## config.mk

```make
export PLATFORM = sky130hd
export DESIGN_NAME = eli_link_indicator
export DESIGN_NICKNAME = d
export VERILOG_FILES = /design/src/logic/eli_pkg.sv /design/src/logic/eli_pps_gen.sv /design/src/logic/eli_link_indicator.sv
export VERILOG_INCLUDE_DIRS = /design/src /design/src/logic
export SDC_FILE = /design/constraint.sdc
export NUM_CORES = 1
export LEC_CHECK = 0
export ABC_AREA = 1
export BUFFER_PORTS_ARGS = -buffer_cell sky130_fd_sc_hd__buf_4
export CAP_MARGIN = 20
export CORE_MARGIN = 5
export CORE_UTILIZATION = 51
export DETAILED_ROUTE_END_ITERATION = 8
export GPL_ROUTABILITY_DRIVEN = 0
export PLACE_DENSITY = 0.72
export SLEW_MARGIN = 25
export SYNTH_ARGS = -nofsm -noshare
export SYNTH_HDL_FRONTEND = slang
export SYNTH_SLANG_ARGS = --single-unit
```

## constraint.sdc

```tcl
create_clock -name clock -period 1.8 [get_ports clock]
set_input_delay 0.36 -clock clock [delete_from_list [all_inputs] [get_ports clock]]
set_output_delay 0.36 -clock clock [all_outputs]
set_load 0.01 [all_outputs]
```

## src/logic/eli_defines.svh

```systemverilog
// constants for the ethernet link indicator logic
`ifndef ELI_DEFINES_SVH
`define ELI_DEFINES_SVH

// speed codes from the controller
`define ELI_SPEED_10    2'h0
`define ELI_SPEED_100   2'h1
`define ELI_SPEED_1000  2'h2
`define ELI_SPEED_NONE  2'h3

// media pair roles
`define ELI_PAIR_IDLE   2'h0
`define ELI_PAIR_TX     2'h1
`define ELI_PAIR_RX     2'h2
`define ELI_PAIR_BIDI   2'h3

// pulse-per-second timing at 10 MHz
`define ELI_CLOCK_HZ    10000000
`define ELI_PPS_PERIOD_S 1
`define ELI_PPS_CYCLES  (`ELI_CLOCK_HZ * `ELI_PPS_PERIOD_S)
`define ELI_PPS_HIGH_US 100
`define ELI_PPS_HIGH_CYCLES ((`ELI_CLOCK_HZ / 1000000) * `ELI_PPS_HIGH_US)

// soft pin modes
`define ELI_SDP_INPUT   2'h0
`define ELI_SDP_OUTPUT  2'h1
`define ELI_SDP_PPS     2'h2

`endif

```

## src/logic/eli_pkg.sv

```systemverilog
// types for the ethernet link indicator logic
`default_nettype none
package eli_pkg;
   typedef enum logic [1:0] {
      ELI_SPD_10   = 2'h0,
      ELI_SPD_100  = 2'h1,
      ELI_SPD_1000 = 2'h2,
      ELI_SPD_NONE = 2'h3
   } eli_speed_e;

   typedef enum logic [1:0] {
      ELI_SDP_IN  = 2'h0,
      ELI_SDP_OUT = 2'h1,
      ELI_SDP_PPS = 2'h2,
      ELI_SDP_RSV = 2'h3
   } eli_sdp_mode_e;

   typedef enum logic [1:0] {
      ELI_PAIR_IDLE = 2'h0,
      ELI_PAIR_TX   = 2'h1,
      ELI_PAIR_RX   = 2'h2,
      ELI_PAIR_BIDI = 2'h3
   } eli_pair_e;
endpackage : eli_pkg
`default_nettype wire

```

## src/logic/eli_pps_gen.sv

```systemverilog
// one pulse per second generator for the soft pin
`default_nettype none
`include "eli_defines.svh"
module eli_pps_gen
   import eli_pkg::*;
#(
   parameter int unsigned PERIOD_CYCLES = `ELI_PPS_CYCLES,
   parameter int unsigned HIGH_CYCLES   = `ELI_PPS_HIGH_CYCLES
) (
   input  wire logic clock,
   input  wire logic rst,
   input  wire logic enable,
   output var  logic pulse
);
   typedef struct packed {
      logic [31:0] count;
      logic        pulse;
   } eli_pps_s;

   eli_pps_s st_q;
   eli_pps_s st_d;

   always_comb begin
      st_d = st_q;
      if (!enable) begin
         st_d.count = 32'h0000_0000;
         st_d.pulse = 1'b0;
      end else begin
         if (st_q.count >= PERIOD_CYCLES - 1) begin
            st_d.count = 32'h0000_0000;
         end else begin
            st_d.count = st_q.count + 32'h0000_0001;
         end
         st_d.pulse = (st_d.count < HIGH_CYCLES);
      end
   end

   always_ff @(posedge clock or posedge rst) begin
      if (rst) begin
         st_q <= '0;
      end else begin
         st_q <= st_d;
      end
   end

   assign pulse = st_q.pulse;
endmodule : eli_pps_gen
`default_nettype wire

```

## src/logic/eli_link_indicator.sv

```systemverilog
// link, activity and soft pin logic of the ethernet controller
`default_nettype none
`include "eli_defines.svh"
module eli_link_indicator
   import eli_pkg::*;
#(
   parameter int unsigned PPS_PERIOD_CYCLES = `ELI_PPS_CYCLES,
   parameter int unsigned PPS_HIGH_CYCLES   = `ELI_PPS_HIGH_CYCLES
) (
   input  wire logic       clock,
   input  wire logic       rst,
   input  wire logic       link_up,
   input  wire logic [1:0] link_speed,
   input  wire logic       tx_active,
   input  wire logic       rx_active,
   input  wire logic [1:0] sdp_mode,
   input  wire logic       sdp_out_value,
   input  wire logic       eth_soft_defined_pin_i,
   output var  logic       eth_soft_defined_pin_o,
   output var  logic       eth_soft_defined_pin_oe,
   output var  logic       sdp_in_value,
   output var  logic       eth_activity_led_n_o,
   output var  logic       eth_activity_led_n_oe,
   output var  logic       eth_link_fast_led_n_o,
   output var  logic       eth_link_fast_led_n_oe,
   output var  logic       eth_link_gigabit_led_n_o,
   output var  logic       eth_link_gigabit_led_n_oe,
   output var  logic       eth_link_any_led_n_o,
   output var  logic       eth_link_any_led_n_oe,
   output var  logic [1:0] media_pair0_role,
   output var  logic [1:0] media_pair1_role,
   output var  logic [1:0] media_pair2_role,
   output var  logic [1:0] media_pair3_role
);
   // ----------------------------------------------------------------
   // state
   // ----------------------------------------------------------------
   typedef struct packed {
      logic       act_oe;
      logic       fast_oe;
      logic       giga_oe;
      logic       any_oe;
      logic       sdp_o;
      logic       sdp_oe;
      logic       sdp_in;
      logic [1:0] pair0;
      logic [1:0] pair1;
      logic [1:0] pair2;
      logic [1:0] pair3;
   } eli_state_s;

   eli_state_s st_q;
   eli_state_s st_d;
   logic       pps_pulse;
   logic       fast_n;
   logic       giga_n;
   eli_speed_e speed;
   eli_sdp_mode_e mode;

   assign speed = eli_speed_e'(link_speed);
   assign mode  = eli_sdp_mode_e'(sdp_mode);

   // ----------------------------------------------------------------
   // pulse generator
   // ----------------------------------------------------------------
   eli_pps_gen #(
      .PERIOD_CYCLES (PPS_PERIOD_CYCLES),
      .HIGH_CYCLES   (PPS_HIGH_CYCLES)
   ) u_pps (
      .clock  (clock),
      .rst    (rst),
      .enable (mode == ELI_SDP_PPS),
      .pulse  (pps_pulse)
   );

   // ----------------------------------------------------------------
   // next state
   // ----------------------------------------------------------------
   always_comb begin
      st_d = st_q;
      // active-low speed levels before the open-drain stage
      fast_n = ~(link_up && speed == ELI_SPD_100);
      giga_n = ~(link_up && speed == ELI_SPD_1000);
      st_d.fast_oe = ~fast_n;
      st_d.giga_oe = ~giga_n;
      // no 10 Mb/s level feeds the AND, so 10 Mb/s stays dark
      st_d.any_oe  = ~(fast_n & giga_n);
      st_d.act_oe  = tx_active | rx_active;
      case (speed)
         ELI_SPD_1000: begin
            st_d.pair0 = ELI_PAIR_BIDI;
            st_d.pair1 = ELI_PAIR_BIDI;
            st_d.pair2 = ELI_PAIR_BIDI;
            st_d.pair3 = ELI_PAIR_BIDI;
         end
         ELI_SPD_100, ELI_SPD_10: begin
            st_d.pair0 = ELI_PAIR_TX;
            st_d.pair1 = ELI_PAIR_RX;
            st_d.pair2 = ELI_PAIR_IDLE;
            st_d.pair3 = ELI_PAIR_IDLE;
         end
         default: begin
            st_d.pair0 = ELI_PAIR_IDLE;
            st_d.pair1 = ELI_PAIR_IDLE;
            st_d.pair2 = ELI_PAIR_IDLE;
            st_d.pair3 = ELI_PAIR_IDLE;
         end
      endcase
      if (!link_up) begin
         st_d.pair0 = ELI_PAIR_IDLE;
         st_d.pair1 = ELI_PAIR_IDLE;
         st_d.pair2 = ELI_PAIR_IDLE;
         st_d.pair3 = ELI_PAIR_IDLE;
      end
      st_d.sdp_in = eth_soft_defined_pin_i;
      case (mode)
         ELI_SDP_OUT: begin
            st_d.sdp_o  = sdp_out_value;
            st_d.sdp_oe = 1'b1;
         end
         ELI_SDP_PPS: begin
            st_d.sdp_o  = pps_pulse;
            st_d.sdp_oe = 1'b1;
         end
         default: begin
            st_d.sdp_o  = 1'b0;
            st_d.sdp_oe = 1'b0;
         end
      endcase
   end

   // ----------------------------------------------------------------
   // registers
   // ----------------------------------------------------------------
   always_ff @(posedge clock or posedge rst) begin
      if (rst) begin
         st_q <= '0;
      end else begin
         st_q <= st_d;
      end
   end

   // open-drain pins only ever drive low
   assign eth_activity_led_n_o      = 1'b0;
   assign eth_link_fast_led_n_o     = 1'b0;
   assign eth_link_gigabit_led_n_o  = 1'b0;
   assign eth_link_any_led_n_o      = 1'b0;
   assign eth_activity_led_n_oe     = st_q.act_oe;
   assign eth_link_fast_led_n_oe    = st_q.fast_oe;
   assign eth_link_gigabit_led_n_oe = st_q.giga_oe;
   assign eth_link_any_led_n_oe     = st_q.any_oe;
   assign eth_soft_defined_pin_o    = st_q.sdp_o;
   assign eth_soft_defined_pin_oe   = st_q.sdp_oe;
   assign sdp_in_value              = st_q.sdp_in;
   assign media_pair0_role          = st_q.pair0;
   assign media_pair1_role          = st_q.pair1;
   assign media_pair2_role          = st_q.pair2;
   assign media_pair3_role          = st_q.pair3;
endmodule : eli_link_indicator
`default_nettype wire

```

==> results_dict.tcl, run 1 <==
set metrics [dict create \
    run_status "finished, final reports clean" \
    p_leak_nw 1.29 \
    insertion_delay_ns 0.30 \
    rsz0062_at_grt "yes" \
    antenna_found_initial 0 \
    netlist_instances 303 \
    grt_pass1_wl_mm 8.46 \
    drc_errors 0 \
    drtPass1Iterations 4 \
    critPathLaunchType "flop" \
    dp_hpwl_mm 3.64 \
    cts_buffers 5 \
    drt-wirelength-per-cell_um 12.7 \
    cap_violations 0 \
    cts_tree "done" \
    synth_common_cells "88 x nand2_1, 54 x nor2_1, 41 x dfrtp_1, 35 x inv_1, 13 x nand3_1" \
    clk_pin_slew_worst_paths_ns 0.08 \
    fin_skew_ns 0.00920 \
    n_antenna_cell 0 \
    area_growth_pct 26.8 \
    synthSimpleGateAreaFrac_pct 36.1 \
    synthMuxAreaShare_pct 0 \
    synth_fa_ha_area_share_pct 1.67 \
    num_vias 1962 \
    wl_met3_um 243 \
    synth_top_family_by_area "simple AND/OR/NAND/NOR gates" \
    synth-edff-count 0 \
    synth_top_area_share_pct 45.6 \
    hold_buffers 0 \
    ys_types 25 \
    cp-end-kind "flop" \
    dieArea_um2 5840 \
    utilization_pct 65.9 \
    htree_levels 2 \
    slowest_stage "dfrtp_1" \
    fin_tns_setup_ns 0 \
    grt_max_degree 42 \
    ys_ff_latch 41 \
    die_h_um 76.4 \
    setup_viol 0 \
    numPortBuffers 25 \
    power-per-cell-area_nw_per_um2 636 \
    hold_viol_final 0 \
    crit_family "simple AND/OR/NAND/NOR gates" \
    cp_cell_sequence "ha_4 -> nand2_4 -> nor2_4 -> nand2_4 -> xor2_1 -> inv_1 -> nand2_2 -> nor2_2 -> nand2_1 -> nor2_1 -> nor2_1 -> nand2_1 -> nor2_2" \
    m1WireLength_mm 2.20 \
    met2_length_mm 2.54 \
    fp-row-count 24 \
    final_nets 362 \
    period_share_pct 97.3 \
    synth_compound_area_share_pct 3.23 \
    arrival_ns 1.99 \
    yosysWarnings 0 \
    grt-ovfl-total 0 \
    yosys.cell_count.top_type "nand2_1" \
    dieWidth_um 76.4 \
    avgSynthCellArea_um2 7.42 \
    io_pins 30 \
    max_stage_delay_ns 0.41 \
    initial_core_util_pct 52.0 \
    highest_layer "met4" \
    via_per_inst 4.89 \
    post_dp_cell_area_um2 2560 \
    cts_sinks 41 \
    yosys.area_share.xor_xnor_pct 3.12 \
    gr-usage-all-layers_pct 17.9 \
    grt_pass1_vias 1919 \
    layout_setup_ws_ns 0.0484 \
    root_buffer "clkbuf_8" \
    critPathMaxFanout 4 \
    hold_path_class "input pin to asynchronous set/reset pin" \
    setup.worst_path.class "flop to flop" \
    drt_wl_total_mm 5.07 \
    synth_area_um2 2250 \
    ys_top_cells_by_area "dfrtp_1 46%, nand2_1 15%, nor2_1 9.0%" \
    yosysTopAreaCell "dfrtp_1" \
    core_um2 4320 \
    ys.flop_type "dfrtp_1" \
    dp_worst_setup_slack_ns -0.102 \
    max_freq_ghz 0.571 \
    ant_nets 0 \
    ir_drop_uv 696 \
    drive_gt1_share_pct 26.6 \
    slew_violations 0 \
    drt_iter0_drc 117 \
    clockBufferDepth 2 \
    crit_required_ns 2.04 \
    synthArstFlopShare_pct 100 \
    placedCellCount 390 \
    fin_crit_ns 1.75 \
    fin_area_um2 2850 \
    crit_buf_inv 1 \
    ys_seq_area_share_pct 45.6 \
    fin_cells 401 \
]
==> path summary, 6_finish.rpt <==
check	to	cells past startpoint	from	slack [ns]
min in group clock	sdp_in_value	1	eth_soft_defined_pin_i	0.17
setup reg to reg	u_pps.pulse	13	u_pps.st_q[1]	0.05
max in group asynchronous	u_pps.st_q[6]	3	rst	1.48
setup / recovery	u_pps.pulse	13	u_pps.st_q[1]	0.05
hold / removal	u_pps.st_q[5]	3	rst	0.11
hold reg to reg	eth_soft_defined_pin_o	2	u_pps.pulse	0.52
==> tightest hold or removal path, delay by kind of cell <==
family | cells | cell delay, ns
buffers and inverters | 3 | 0.43
==> sequential cells by signal, summed over array words and instances (netlist names) <==
name                     flops
u_pps.st_q                  32
eth_activity_led_n_oe        1
eth_link_any_led_n_oe        1
eth_link_fast_led_n_oe       1
eth_soft_defined_pin_o       1
eth_soft_defined_pin_oe      1
media_pair0_role             1
media_pair2_role             1
sdp_in_value                 1
u_pps.pulse                  1
==> routing by layer <==
layer	vias to the layer above	GRT usage, %
li1	1004	-
met1	910	22.5
met2	37	30.5
met3	11	4.37
met4	0	4.90
met5	-	0
==> report_power, final <==
part	total, mW	switching (mW)	internal (mW)
Combinational	0.108	0.0576	0.0505
Sequential	0.949	0.00773	0.941
Clock	0.756	0.341	0.415
Total	1.81	0.406	1.41
==> placed cells by master (no fill, tap or decap) <==
| master | instances |
|---|---|
| inv_2 | 3 |
| conb_1 | 12 |
| buf_4 | 36 |
| and2_1 | 1 |
| nand3b_1 | 3 |
| o21bai_1 | 1 |
| nor2_2 | 10 |
| xnor2_1 | 3 |
| ha_1 | 2 |
| dfrtp_2 | 6 |
| clkbuf_8 | 5 |
| or2_2 | 2 |
| nand2_4 | 3 |
| nor3_2 | 1 |
| dfrtp_1 | 35 |
| nand2_1 | 80 |
| clkinv_4 | 1 |
| nand3_1 | 12 |
| inv_1 | 33 |
| buf_12 | 2 |
| a21oi_1 | 8 |
| nand4_1 | 7 |
| bufinv_16 | 1 |
| clkinvlp_4 | 1 |
| nand2_2 | 8 |
| nor3_1 | 4 |
| o21ai_0 | 5 |
| nor3b_4 | 1 |
| xor2_1 | 4 |
| nor2_4 | 7 |
| nand3_2 | 2 |
| nor2_1 | 46 |
| ha_4 | 1 |
| xor2_4 | 1 |
| buf_6 | 2 |
==> repair_timing <==
action | CTS | global route
pin swaps | 2 | 9
buffers inserted | 0 | 3
endpoints found under the setup margin | 16 | 23
gates resized for setup | 9 | 34
==> final cells by class <==
class                      count  area [µm²]
clock buffer                   5        68.8
inverter                      36         135
multi-input combinational    224        1170
timing repair buffer          40         333
fill                         392        1470
sequential                    41        1030
tap                           52        65.1
clock inverter                 3        46.3
==> cells by family after synthesis <==
logic type                 count (synthesis)
and+or+nand+nor                          187
other                                      1
xor gates and xnor gates                   8
AOI/OAI and AO/OA                         14
DFF                                       41
buffers and inverters                     49
adders and majority gates                  3
==> through the flow <==
step | total power, mW | hold slack [ns]
4_1_cts | 1.82 | 0.115
6_report | 1.81 | 0.111
3_3_place_gp | 1.07 | 0.438
5_1_grt | 1.89 | 0.131
3_5_place_dp | 1.08 | 0.445
2_1_floorplan | 1.03 | 0.391
Power figures use the tool's default switching activity.
==> run 2: changes to the inputs <==
--- a/config.mk
+++ b/config.mk
@@ -11,3 +11,3 @@
 export CAP_MARGIN = 20
-export CORE_MARGIN = 5
+export CORE_MARGIN = 4
 export CORE_UTILIZATION = 51
@@ -16,2 +16,3 @@
 export PLACE_DENSITY = 0.72
+export SETUP_SLACK_MARGIN = 0.5
 export SLEW_MARGIN = 25
--- a/constraint.sdc
+++ b/constraint.sdc
@@ -3,2 +3,2 @@
 set_output_delay 0.36 -clock clock [all_outputs]
-set_load 0.01 [all_outputs]
+set_load 0.02 [all_outputs]
==> run 2 against run 1 <==
  * Final area rose by 3.4%
  * Critical endpoint unchanged
  * Final cell count rose by 0.50%
  * Highest routed layer unchanged
  * Total power rose by 0.98%
  * Die area fell by 5.2%
==> results_dict.tcl, run 2 (synthesis results as in run 1) <==
set metrics [dict create \
    run_status "finished, final reports clean" \
    clockBufferDepth 2 \
    grt_max_degree 22 \
    critPathMaxFanout 4 \
    num_vias 2018 \
    period_share_pct 99.8 \
    most-common-layout-cells "79 x nand2_1, 37 x dfrtp_1, 35 x buf_4, 32 x inv_1, 32 x nor2_1" \
    fillers 321 \
    antenna_found_initial 0 \
    fin_crit_ns 1.80 \
    max_freq_ghz 0.557 \
    startpoint "u_pps.st_q[1]" \
    fp-row-count 23 \
    largest_reg_flops 32 \
    clk_pin_slew_worst_paths_ns 0.09 \
    n_antenna_cell 0 \
    rsz0062_at_grt "yes" \
    core_um2 4140 \
    insertion_delay_ns 0.30 \
    die_h_um 74.4 \
    placedCellCount 386 \
    via_per_inst 5.01 \
    grt_pass1_vias 1991 \
    cap_violations 0 \
    io_pins 30 \
    gr-usage-all-layers_pct 19.9 \
    layout_commonest_cell "nand2_1" \
    setup.worst_path.class "flop to flop" \
    switching_share_pct 23.1 \
    cp-end-kind "flop" \
    grt-ovfl-total 0 \
    layout_setup_ws_ns 0.00436 \
    root_buffer "clkbuf_8" \
    critPathLaunchType "flop" \
    numPortBuffers 25 \
    fin_skew_ns 0.00989 \
    hold_buffers 0 \
    grt_pass1_wl_mm 8.54 \
    htree_levels 2 \
    drt-wirelength-per-cell_um 13.2 \
    fin_cells 403 \
    power-per-cell-area_nw_per_um2 621 \
    area_growth_pct 31.1 \
    dp_hpwl_mm 3.80 \
    regMostFlops "u_pps.st_q" \
    setup_viol 0 \
    p_comb_share_pct 7.1 \
    dp_worst_setup_slack_ns 0.0448 \
    hold_path_class "input pin to asynchronous set/reset pin" \
    drtPass1Iterations 4 \
    dieArea_um2 5530 \
    p_int_mw 1.41 \
    arrival_ns 2.04 \
    final_nets 366 \
    r2r_start "u_pps.st_q[1]" \
    cts_sinks 41 \
    hold_viol_final 0 \
    drc_errors 0 \
    initial_core_util_pct 54.3 \
    p_leak_nw 1.32 \
    p_switching_mw 0.423 \
    drt_iter0_drc 222 \
    ir_drop_uv 589 \
    drt_wl_total_mm 5.33 \
    cts_tree "done" \
    crit_required_ns 2.04 \
    seqPwrFrac_pct 51.9 \
    ant_nets 0 \
    drive_gt1_share_pct 32.0 \
    dieWidth_um 74.4 \
    cts_buffers 5 \
    clock_power_share_pct 41.0 \
    slew_violations 0 \
]
-- run 2: cell types whose count changed in the layout (fill, tap and decap cells not counted), sizes merged --
cell and change:
clkinvlp +1, clkbuf +1, inv -1, buf +3
-- run 2: final timing paths --
check                                    endpoint  slack, ns  depth (start not counted)
min reg2reg                eth_soft_defined_pin_o       0.53                          2
max in group asynchronous     media_pair2_role[0]       1.26                          3
max reg2reg                           u_pps.pulse      0.004                          9
min                        eth_soft_defined_pin_o       0.08                          2
min in group clock                   sdp_in_value       0.17                          1
max                                   u_pps.pulse      0.004                          9
-- run 2: final cells by class --
| class | instances | area [µm²] | area share (%) |
|---|---|---|---|
| Clock buffer | 5 | 68.8 | 2.34 |
| Clock inverter | 3 | 46.3 | 1.57 |
| Inverter | 36 | 141 | 4.80 |
| Multi-Input combinational cell | 224 | 1200 | 40.6 |
| Sequential cell | 41 | 1030 | 35.0 |
| Tap cell | 50 | 62.6 | 2.12 |
| Timing Repair Buffer | 44 | 399 | 13.5 |
-- run 2: what timing repair did --
item | in CTS | in global routing
cloned | 0 | 1
setup buffers | 6 | 2
endpoints found under the setup margin | 25 | 32
pin swaps | 4 | 11
resized for setup | 15 | 46
-- run 2: stage by stage --
step	total power [mW]	setup TNS (ns)	area, µm²	hold slack [ns]	utilization (%)
CTS	1.84	0	2770	0.0916	66.9
global placement	1.09	0	2560	0.401	61.7
detailed placement	1.10	0	2560	0.413	61.7
finish	1.83	0	2950	0.0787	71.1
global route	1.90	-0.331	2950	0.101	71.1
floorplan	1.05	0	2320	0.345	-
-- run 2: per-layer routing --
metal / part of all wire [%] / track usage (%) / wire, µm / up-vias
met1: 42 / 26.2 / 2240 / 925
met4: 1.6 / 5.93 / 87 / 0
li1: - / - / - / 1010
met5: 0 / 0 / 0 / -
met2: 49 / 33.2 / 2640 / 73
met3: 7.0 / 3.92 / 375 / 10
-- run 2: worst max-delay path, stage by stage (launching register included) --
cell,delay [ns]
dfrtp_1,0.40
buf_4,0.15
nand3_2,0.10
nor2_2,0.15
inv_1,0.09
nor2_4,0.16
nand3b_1,0.16
xor2_1,0.30
a21oi_1,0.13
nor2_2,0.10
-- run 2: power by group through the flow --
stage                     registers [mW]  logic [mW]  clock network (mW)
after floorplan                    0.980      0.0696                   0
after global placement             0.967       0.126                   0
after detailed placement           0.968       0.129                   0
after CTS                          0.951       0.130               0.763
after global routing               0.953       0.144               0.802
final                              0.950       0.129               0.751
